`config.mk`:
```
export PLATFORM = sky130hd
export DESIGN_NAME = tmad_datapath
export DESIGN_NICKNAME = d
export VERILOG_FILES = /design/src/tmad_pkg.sv /design/src/tmad_datapath.sv
export SDC_FILE = /design/constraint.sdc
export NUM_CORES = 1
export LEC_CHECK = 0
export BUFFER_PORTS_ARGS = -buffer_cell sky130_fd_sc_hd__buf_2
export CAP_MARGIN = 5
export CORE_UTILIZATION = 46
export DETAILED_ROUTE_END_ITERATION = 6
export PLACE_DENSITY = 0.79
export SYNTH_ARGS = -nofsm -noshare
export SYNTH_HDL_FRONTEND = slang
export SYNTH_SLANG_ARGS = --single-unit
export TNS_END_PERCENT = 5
```
`constraint.sdc`:
```
create_clock -name clk -period 3.6 [get_ports clk]
set_clock_uncertainty 0.05 [all_clocks]
set_input_delay 0.36 -clock clk [delete_from_list [all_inputs] [get_ports clk]]
set_output_delay 0.36 -clock clk [all_outputs]
set_load 0.05 [all_outputs]
```
`src/tmad_pkg.sv`:
```
package tmad_pkg;

  // Register selector codes for transfer, swap and sign extension
  typedef enum logic [2:0] {
    TMAD_R_A = 3'h0,
    TMAD_R_B = 3'h1,
    TMAD_R_CONDITION_CODE_REG = 3'h2,
    TMAD_R_D = 3'h4,
    TMAD_R_X = 3'h5,
    TMAD_R_Y = 3'h6,
    TMAD_R_STACK_POINTER_REG = 3'h7
  } tmad_reg_t;

  // Operation codes issued by the core sequencer
  typedef enum logic [4:0] {
    TMAD_OP_NOP = 5'h00,
    TMAD_OP_XFER = 5'h01,
    TMAD_OP_TAB = 5'h02,
    TMAD_OP_COPY_ACC_B_TO_A = 5'h03,
    TMAD_OP_SEXT = 5'h04,
    TMAD_OP_SWAP = 5'h05,
    TMAD_OP_MEM_BYTE_COPY = 5'h06,
    TMAD_OP_MEM_WORD_COPY = 5'h07,
    TMAD_OP_ADDA = 5'h08,
    TMAD_OP_ADDB = 5'h09,
    TMAD_OP_ADD_CARRY_ACC_A = 5'h0A,
    TMAD_OP_ADD_CARRY_ACC_B = 5'h0B,
    TMAD_OP_SUBA = 5'h0C,
    TMAD_OP_SUBB = 5'h0D,
    TMAD_OP_SUB_BORROW_ACC_A = 5'h0E,
    TMAD_OP_SUB_BORROW_ACC_B = 5'h0F,
    TMAD_OP_ABA = 5'h10,
    TMAD_OP_SBA = 5'h11,
    TMAD_OP_ADD_B_TO_INDEX_X = 5'h12,
    TMAD_OP_ADD_B_TO_INDEX_Y = 5'h13,
    TMAD_OP_ADD_WORD_ACC_D = 5'h14,
    TMAD_OP_SUB_WORD_ACC_D = 5'h15
  } tmad_op_t;

  // Move addressing pairs; immediate is only ever a source
  typedef enum logic [2:0] {
    TMAD_MV_IMM_EXT = 3'h0,
    TMAD_MV_IMM_IDX = 3'h1,
    TMAD_MV_EXT_EXT = 3'h2,
    TMAD_MV_EXT_IDX = 3'h3,
    TMAD_MV_IDX_EXT = 3'h4,
    TMAD_MV_IDX_IDX = 3'h5
  } tmad_mvmode_t;

  // One command from the sequencer
  typedef struct packed {
    tmad_op_t op;
    tmad_reg_t src;
    tmad_reg_t dst;
    tmad_mvmode_t mv_mode;
    logic [15:0] imm;
    logic [15:0] src_addr;
    logic [15:0] dst_addr;
    logic [15:0] opnd_addr;
  } tmad_cmd_t;

  // Programmer-visible register file
  typedef struct packed {
    logic [7:0] a;
    logic [7:0] b;
    logic [7:0] condition_code_reg;
    logic [15:0] x;
    logic [15:0] y;
    logic [15:0] stack_pointer_reg;
  } tmad_regs_t;

  // Condition code bit positions
  localparam int TMAD_CC_C = 0;
  localparam int TMAD_CC_V = 1;
  localparam int TMAD_CC_Z = 2;
  localparam int TMAD_CC_N = 3;

  // Reset values and the address step
  localparam logic [7:0] TMAD_BYTE_RST = 8'h00;
  localparam logic [15:0] TMAD_WORD_RST = 16'h0000;
  localparam logic [7:0] TMAD_CONDITION_CODE_RST = 8'hD0;
  localparam logic [15:0] TMAD_ADDR_STEP = 16'h0001;

endpackage

```
`src/tmad_datapath.sv`:
```
`timescale 1ns/1ps
module tmad_datapath (
  input wire logic clk,
  input wire logic resetn,
  input wire logic cmd_valid,
  input wire tmad_pkg::tmad_cmd_t cmd,
  output tmad_pkg::tmad_regs_t regs,
  output logic busy,
  output logic done,
  output logic mem_read,
  output logic mem_write,
  output logic [15:0] mem_address,
  output logic [7:0] mem_writedata,
  input wire logic [7:0] mem_readdata,
  input wire logic mem_waitrequest
);
  import tmad_pkg::*;

  // Sequencer states; memory is byte wide, a word is two byte cycles
  typedef enum logic [2:0] {
    ST_IDLE, ST_RD_HI, ST_RD_LO, ST_WR_HI, ST_WR_LO, ST_ALU
  } tmad_state_t;

  tmad_state_t state; // Current sequencer state
  tmad_cmd_t cur; // Latched command
  logic [15:0] data; // Fetched memory operand or move data
  logic [15:0] next_data; // Data after a completed read
  logic word_op; // Current command moves or fetches words
  logic [15:0] rd_addr; // Source address for the read phase
  logic [15:0] wr_addr; // Destination address for write phase
  logic src_is_imm; // Move source is the immediate field

  // 8-bit source value of a selector
  function automatic logic [7:0] get8(input tmad_regs_t r, input tmad_reg_t s);
    case (s)
      TMAD_R_A: get8 = r.a;
      TMAD_R_B: get8 = r.b;
      TMAD_R_CONDITION_CODE_REG: get8 = r.condition_code_reg;
      default: get8 = TMAD_BYTE_RST;
    endcase
  endfunction

  // 16-bit value; byte registers zero-extend
  function automatic logic [15:0] get16(input tmad_regs_t r, input tmad_reg_t s);
    case (s)
      TMAD_R_D: get16 = {r.a, r.b};
      TMAD_R_X: get16 = r.x;
      TMAD_R_Y: get16 = r.y;
      TMAD_R_STACK_POINTER_REG: get16 = r.stack_pointer_reg;
      default: get16 = {8'h00, get8(r, s)};
    endcase
  endfunction

  // Writes a value into a selector; byte targets take the low byte
  function automatic tmad_regs_t put(input tmad_regs_t r, input tmad_reg_t d, input logic [15:0] v);
    put = r;
    case (d)
      TMAD_R_A: put.a = v[7:0];
      TMAD_R_B: put.b = v[7:0];
      TMAD_R_CONDITION_CODE_REG: put.condition_code_reg = v[7:0];
      TMAD_R_D: {put.a, put.b} = v;
      TMAD_R_X: put.x = v;
      TMAD_R_Y: put.y = v;
      TMAD_R_STACK_POINTER_REG: put.stack_pointer_reg = v;
      default: put = r;
    endcase
  endfunction

  // Add or subtract with carry-in, flags per width
  function automatic logic [7:0] arith_cc(input logic [7:0] cc, input logic [15:0] x,
                                          input logic [15:0] y, input logic cin,
                                          input logic sub, input logic wide);
    logic [16:0] r;
    logic [15:0] yy;
    logic sx, sy, sr, c;
    r = 17'h00000;
    yy = sub ? ~y : y;
    r = {1'b0, x} + {1'b0, yy} + {16'h0000, sub ^ cin};
    arith_cc = cc;
    if (wide) begin
      sx = x[15]; sy = y[15]; sr = r[15]; c = r[16];
      arith_cc[TMAD_CC_Z] = (r[15:0] == 16'h0000);
    end else begin
      r = {1'b0, x[7:0]} + {1'b0, yy[7:0]} + {16'h0000, sub ^ cin};
      sx = x[7]; sy = y[7]; sr = r[7]; c = r[8];
      arith_cc[TMAD_CC_Z] = (r[7:0] == 8'h00);
    end
    arith_cc[TMAD_CC_N] = sr;
    arith_cc[TMAD_CC_V] = sub ? ((sx & ~sy & ~sr) | (~sx & sy & sr)) :
                                ((sx & sy & ~sr) | (~sx & ~sy & sr));
    arith_cc[TMAD_CC_C] = sub ? ~c : c; // borrow is inverted carry
  endfunction

  // Raw sum or difference, low 16 bits
  function automatic logic [15:0] arith_val(input logic [15:0] x, input logic [15:0] y,
                                            input logic cin, input logic sub);
    logic [15:0] yy;
    yy = sub ? ~y : y;
    arith_val = x + yy + {15'h0000, sub ^ cin};
  endfunction

  // Move side decode; immediate exists only on the source side
  always_comb begin
    // Word moves and D arithmetic take two byte cycles
    word_op = (cur.op == TMAD_OP_MEM_WORD_COPY) || (cur.op == TMAD_OP_ADD_WORD_ACC_D) ||
              (cur.op == TMAD_OP_SUB_WORD_ACC_D);
    src_is_imm = (cur.mv_mode == TMAD_MV_IMM_EXT) || (cur.mv_mode == TMAD_MV_IMM_IDX);
    rd_addr = (cur.op == TMAD_OP_MEM_BYTE_COPY || cur.op == TMAD_OP_MEM_WORD_COPY) ? cur.src_addr : cur.opnd_addr;
    wr_addr = cur.dst_addr; // destination is always an address
    next_data = data;
    if (state == ST_RD_HI && word_op) begin
      next_data = {mem_readdata, data[7:0]};
    end else if (state == ST_RD_HI || state == ST_RD_LO) begin
      next_data = {data[15:8], mem_readdata};
    end
  end

  // Sequencer: issue, memory phases, retire
  always_ff @(posedge clk) begin
    if (!resetn) begin
      state <= ST_IDLE;
      cur <= '0;
      data <= TMAD_WORD_RST;
      busy <= 1'b0;
      done <= 1'b0;
      mem_read <= 1'b0;
      mem_write <= 1'b0;
      mem_address <= TMAD_WORD_RST;
      mem_writedata <= TMAD_BYTE_RST;
    end else begin
      done <= 1'b0;
      case (state)
        ST_IDLE: begin
          if (cmd_valid) begin
            cur <= cmd;
            busy <= 1'b1;
            case (cmd.op)
              TMAD_OP_MEM_BYTE_COPY, TMAD_OP_MEM_WORD_COPY: begin
                if (cmd.mv_mode == TMAD_MV_IMM_EXT || cmd.mv_mode == TMAD_MV_IMM_IDX) begin
                  data <= cmd.imm; // Immediate needs no bus read
                  state <= (cmd.op == TMAD_OP_MEM_WORD_COPY) ? ST_WR_HI : ST_WR_LO;
                  mem_write <= 1'b1;
                  mem_address <= cmd.dst_addr;
                  mem_writedata <= (cmd.op == TMAD_OP_MEM_WORD_COPY) ? cmd.imm[15:8] : cmd.imm[7:0];
                end else begin
                  state <= ST_RD_HI;
                  mem_read <= 1'b1;
                  mem_address <= cmd.src_addr;
                end
              end
              TMAD_OP_ADDA, TMAD_OP_ADDB, TMAD_OP_ADD_CARRY_ACC_A, TMAD_OP_ADD_CARRY_ACC_B,
              TMAD_OP_SUBA, TMAD_OP_SUBB, TMAD_OP_SUB_BORROW_ACC_A, TMAD_OP_SUB_BORROW_ACC_B,
              TMAD_OP_ADD_WORD_ACC_D, TMAD_OP_SUB_WORD_ACC_D: begin // memory operand fetch
                state <= ST_RD_HI;
                mem_read <= 1'b1;
                mem_address <= cmd.opnd_addr;
              end
              default: state <= ST_ALU; // Register-only operations
            endcase
          end
        end
        ST_RD_HI, ST_RD_LO: begin
          if (!mem_waitrequest) begin
            data <= next_data;
            if (state == ST_RD_HI && word_op) begin
              state <= ST_RD_LO;
              mem_address <= rd_addr + TMAD_ADDR_STEP; // M+1
            end else if (cur.op == TMAD_OP_MEM_BYTE_COPY || cur.op == TMAD_OP_MEM_WORD_COPY) begin
              mem_read <= 1'b0;
              mem_write <= 1'b1;
              mem_address <= wr_addr;
              mem_writedata <= word_op ? next_data[15:8] : next_data[7:0];
              state <= word_op ? ST_WR_HI : ST_WR_LO;
            end else begin
              mem_read <= 1'b0;
              state <= ST_ALU;
            end
          end
        end
        ST_WR_HI: begin
          if (!mem_waitrequest) begin
            mem_address <= wr_addr + TMAD_ADDR_STEP; // consecutive word byte
            mem_writedata <= data[7:0];
            state <= ST_WR_LO;
          end
        end
        ST_WR_LO: begin
          if (!mem_waitrequest) begin
            mem_write <= 1'b0;
            busy <= 1'b0;
            done <= 1'b1;
            state <= ST_IDLE;
          end
        end
        ST_ALU: begin
          busy <= 1'b0;
          done <= 1'b1;
          state <= ST_IDLE;
        end
        default: state <= ST_IDLE;
      endcase
    end
  end

  // Register file update at the retire cycle
  always_ff @(posedge clk) begin
    if (!resetn) begin
      regs.a <= TMAD_BYTE_RST;
      regs.b <= TMAD_BYTE_RST;
      regs.condition_code_reg <= TMAD_CONDITION_CODE_RST;
      regs.x <= TMAD_WORD_RST;
      regs.y <= TMAD_WORD_RST;
      regs.stack_pointer_reg <= TMAD_WORD_RST;
    end else if (state == ST_ALU) begin
      case (cur.op)
        TMAD_OP_XFER: begin
          // Byte-to-word copies zero-extend; flags stay as they are unless the condition code register is the target
          regs <= put(regs, cur.dst, get16(regs, cur.src));
        end
        TMAD_OP_TAB, TMAD_OP_COPY_ACC_B_TO_A: begin
          // Legacy copies: N and Z from data, V cleared, C kept
          logic [7:0] v;
          tmad_regs_t t;
          v = (cur.op == TMAD_OP_TAB) ? regs.a : regs.b;
          t = regs;
          if (cur.op == TMAD_OP_TAB) t.b = v; else t.a = v;
          t.condition_code_reg[TMAD_CC_N] = v[7];
          t.condition_code_reg[TMAD_CC_Z] = (v == 8'h00);
          t.condition_code_reg[TMAD_CC_V] = 1'b0;
          regs <= t;
        end
        TMAD_OP_SEXT: begin
          // Only byte sources and word targets are meaningful
          logic [7:0] s;
          s = get8(regs, cur.src);
          if (cur.dst[2]) begin
            regs <= put(regs, cur.dst, {{8{s[7]}}, s});
          end
        end
        TMAD_OP_SWAP: begin
          // Both values read before either write, so one edge swaps
          logic [15:0] vs, vd;
          tmad_regs_t t;
          vs = get16(regs, cur.src);
          vd = get16(regs, cur.dst);
          t = put(regs, cur.dst, vs);
          regs <= put(t, cur.src, vd);
        end
        TMAD_OP_ADDA, TMAD_OP_ADD_CARRY_ACC_A, TMAD_OP_SUBA, TMAD_OP_SUB_BORROW_ACC_A,
        TMAD_OP_ABA, TMAD_OP_SBA: begin
          logic sub, cin;
          logic [15:0] y;
          logic [15:0] sum; // Full sum; only the low byte is kept
          sub = (cur.op == TMAD_OP_SUBA) || (cur.op == TMAD_OP_SUB_BORROW_ACC_A) || (cur.op == TMAD_OP_SBA);
          cin = ((cur.op == TMAD_OP_ADD_CARRY_ACC_A) || (cur.op == TMAD_OP_SUB_BORROW_ACC_A)) &
                regs.condition_code_reg[TMAD_CC_C];
          y = (cur.op == TMAD_OP_ABA || cur.op == TMAD_OP_SBA) ? {8'h00, regs.b} : data;
          sum = arith_val({8'h00, regs.a}, y, cin, sub);
          regs.a <= sum[7:0];
          regs.condition_code_reg <= arith_cc(regs.condition_code_reg, {8'h00, regs.a}, y, cin, sub, 1'b0);
        end
        TMAD_OP_ADDB, TMAD_OP_ADD_CARRY_ACC_B, TMAD_OP_SUBB, TMAD_OP_SUB_BORROW_ACC_B: begin
          logic sub, cin;
          logic [15:0] sum; // Full sum; only the low byte is kept
          sub = (cur.op == TMAD_OP_SUBB) || (cur.op == TMAD_OP_SUB_BORROW_ACC_B);
          cin = ((cur.op == TMAD_OP_ADD_CARRY_ACC_B) || (cur.op == TMAD_OP_SUB_BORROW_ACC_B)) &
                regs.condition_code_reg[TMAD_CC_C];
          sum = arith_val({8'h00, regs.b}, data, cin, sub);
          regs.b <= sum[7:0];
          regs.condition_code_reg <= arith_cc(regs.condition_code_reg, {8'h00, regs.b}, data, cin, sub, 1'b0);
        end
        TMAD_OP_ADD_B_TO_INDEX_X: regs.x <= regs.x + {8'h00, regs.b}; // flags untouched
        TMAD_OP_ADD_B_TO_INDEX_Y: regs.y <= regs.y + {8'h00, regs.b};
        TMAD_OP_ADD_WORD_ACC_D, TMAD_OP_SUB_WORD_ACC_D: begin
          logic sub;
          sub = (cur.op == TMAD_OP_SUB_WORD_ACC_D);
          {regs.a, regs.b} <= arith_val({regs.a, regs.b}, data, 1'b0, sub);
          regs.condition_code_reg <= arith_cc(regs.condition_code_reg, {regs.a, regs.b}, data, 1'b0, sub,
                                              1'b1);
        end
        default: regs <= regs;
      endcase
    end
  end

endmodule

```
==> key figures <==
Synth
  • Most common cell in the synthesized netlist: sky130_fd_sc_hd__nand2_1
  • Yosys warnings: 0
  • Synthesized cell area: 15800 um2
  • Number of cells produced by synthesis: 2155
  • Unique cell type count in the Yosys netlist: 94
  • FF+latch count, synth: 178
  • Post-synth EDFFs: 0
  • Syn Area/Cell: 7.31 um2
  • Post-synthesis sequential area ratio: 0.226
  • Area share of the leading cell type in the synthesized netlist: 0.226
  • Synth Flop Type: sky130_fd_sc_hd__dfxtp_1
  • Cell types occupying the most area after synthesis: sky130_fd_sc_hd__dfxtp_1, sky130_fd_sc_hd__nand2_1, sky130_fd_sc_hd__a21oi_1
  • Post-Syn Nets: 2299
  • Top cells by count, synth: sky130_fd_sc_hd__nand2_1, sky130_fd_sc_hd__nor2_1, sky130_fd_sc_hd__a21oi_1
  • Share of synthesized flip-flops with an asynchronous set or reset: 0
  • Cell taking the most area after synthesis: sky130_fd_sc_hd__dfxtp_1

Detailed routing
  • Number of DRC violations after detailed routing: 10
  • Number of vias per cell: 6.80
  • Detailed-route wire length: 69.4 mm
  • Total via count in the routed design: 19300
  • Detail-routed net length per standard cell: 24.5 um
  • Detailed router's first-iteration violation count: 2567
  • Residual antenna-violating net count after detailed routing: 0
  • Total iterations of the first detailed-routing run: 7

Floorplan
  • Count of standard-cell rows: 67
  • Die Footprint: 35000 um2
  • Boundary pin count: 190
  • Chip Width: 187 um
  • Starting density of the core: 0.469
  • Area of the placeable core: 33600 um2
  • Chip Height: 187 um

Place
  • Port Buffers: 188
  • DPL Wire Length: 52.0 mm
  • Final weighted congestion in routability-driven placement: 1.03

Run status
  • Status: complete, but fails checks
  • Violated checks: DRC, setup timing

Layout
  • Area of the multi-input gates: 11600 um2
  • Synth-to-Final Area Change: 19.0%
  • Layout filler cell count: 3211
  • Diode insertion count for antenna repair: 0
  • Final layout net count: 2517
  • Sequential Area: 3570 um2
  • Share of final-layout standard cells stronger than drive strength 1: 0.223

Pwr
  • Leakage: 7.41 nW
  • Total chip power: 9.92 mW
  • VDD IR-drop max: 0.000687 V
  • Pwr per Cell Area: 529 nW/um2

Worst setup path
  • CP max FO: 6
  • Type of element capturing the critical path: flop
  • Arr. time, crit path: 3950 ps
  • Kind of start point of the critical path: flop
  • Critical path required time: 3880 ps
  • Crit Path Class: reg -> reg

Clock network
  • TritonCTS Sinks: 178
  • Clock transition at the register clock pins on the worst setup and hold paths after CTS: 90 ps
  • Deepest clock path buffer count: 2
  • CTS H-tree lvls: 4
  • Clock insertion delay at the later pin of the skew report: 480 ps
  • Num CTS Buffers: 17
  • Clock tree from TritonCTS: built
  • Cell chosen for the clock root: sky130_fd_sc_hd__clkbuf_16

STA
  • Maximum operating frequency: 272 MHz
  • Slack of the critical path: -71.1 ps
  • Worst slew margin relative to its limit: 0.375
  • Number of max-slew violations in the final report: 0
  • Clock period minus final worst setup slack: 3670 ps
  • Final Cycle Share: 1.02
  • Sum Neg Setup Slack: -82.3 ps
  • Worst-Margin Slew: 928 ps
  • Unrepaired setup endpoints after global routing: yes
  • Hold violation count in the final report: 0
  • Final setup violating endpoints: 2

GRT
  • Largest net degree at the start of global routing: 60
  • Vias in the first global route: 18100
  • Global-route wire length before repair: 105 mm
  • Number of antenna violations at the first check in global routing: 3
  • Grt ovf: 0
  • All-layer global routing usage: 0.385

Hold path
  • Path category of the worst min-delay check: in -> reg

Job
  • Max-cap violation count: 0
==> repair_timing <==
item / CTS / global route
setup endpoints to repair: 7 / 14
hold buffers: 0 / 0
pin swaps: 0 / 20
buffers inserted: 0 / 12
resized for setup: 4 / 46
==> worst max-delay path: stages (launching register included) <==
cell                        delay (ps)
sky130_fd_sc_hd__dfxtp_1           320
sky130_fd_sc_hd__or3b_4            430
sky130_fd_sc_hd__buf_4             180
sky130_fd_sc_hd__nor2_1            700
sky130_fd_sc_hd__nor2_1            380
sky130_fd_sc_hd__nor2_1            530
sky130_fd_sc_hd__a211oi_1          130
sky130_fd_sc_hd__a2111oi_0         650
sky130_fd_sc_hd__a21oi_1           140
==> worst paths after layout <==
path,startpoint,endpoint,cells after the start,slack [ps]
min,cmd[69],cur[69],3,80
max reg2reg,cur[76],regs[22],8,-70
min reg2reg,cur[10],cur[10],2,410
max,cur[76],regs[22],8,-70
==> state kept, by name (all words and copies together) (netlist names) <==
name / flops
busy: 1
cur: 43
data: 16
done: 1
mem_address: 16
mem_read: 1
mem_write: 1
mem_writedata: 8
regs: 72
state: 3
wr_addr: 16
==> cells by family (layout without fill, tap and decap cells) <==
| kind of cell | count (synthesis) | after routing | synth area share |
|---|---|---|---|
| flip-flops | 178 | 178 | 0.226 |
| multiplexers | 96 | 96 | 0.0728 |
| AO/OA/AOI/OAI | 785 | 785 | 0.335 |
| XOR/XNOR | 86 | 86 | 0.0478 |
| AND/OR/NAND/NOR | 765 | 765 | 0.222 |
| adder cells (fa/ha/maj) | 54 | 54 | 0.0462 |
| buffers and inverters | 191 | 422 | 0.0504 |
==> report_power, final <==
| part | internal (mW) | switching [mW] |
|---|---|---|
| logic | 1.78 | 3.28 |
| registers | 2.33 | 0.475 |
| clock network | 1.01 | 1.04 |
==> through the flow <==
step | hold slack (ps) | cells | worst slack (ps) | util | area, um2
6_report | 75.1 | 2834 | -71.1 | 0.558 | 18800
5_1_grt | 80.3 | 2834 | -172 | 0.558 | 18800
4_1_cts | 73.9 | 2822 | 1.59 | 0.550 | 18500
3_5_place_dp | 395 | 2790 | -25.9 | 0.531 | 17800
3_3_place_gp | 392 | 2790 | 27.5 | 0.531 | 17800
2_1_floorplan | 383 | 2155 | -3.71 | - | 15800
==> layout make-up <==
class | count | share of cell area
inverters | 32 | 0.00647
repair buffers | 358 | 0.121
clock inverters | 15 | 0.0100
clock buffers | 17 | 0.0227
flip-flops and latches | 178 | 0.190
multi-input cells | 1786 | 0.620
well taps | 448 | 0.0299
==> metal layers <==
layer  routed length [um]  share of wire  GRT usage
met1                26300           0.38      0.483
met2                31100           0.45      0.618
met3                 7730           0.11     0.0773
met4                 4270          0.062      0.210
met5                   42        0.00061          0
==> placed cells by master, fill, tap and decap left out, drive strengths merged, types with 34 or more instances in the layout <==
cell      n
buf     358
nand2   305
nor2    216
a21oi   211
o21ai   182
dfxtp   178
mux2i    55
nand3    53
a211oi   50
ha       47
xnor2    47
inv      41
xor2     39
nor3     34
Power figures use the tool's default switching activity.
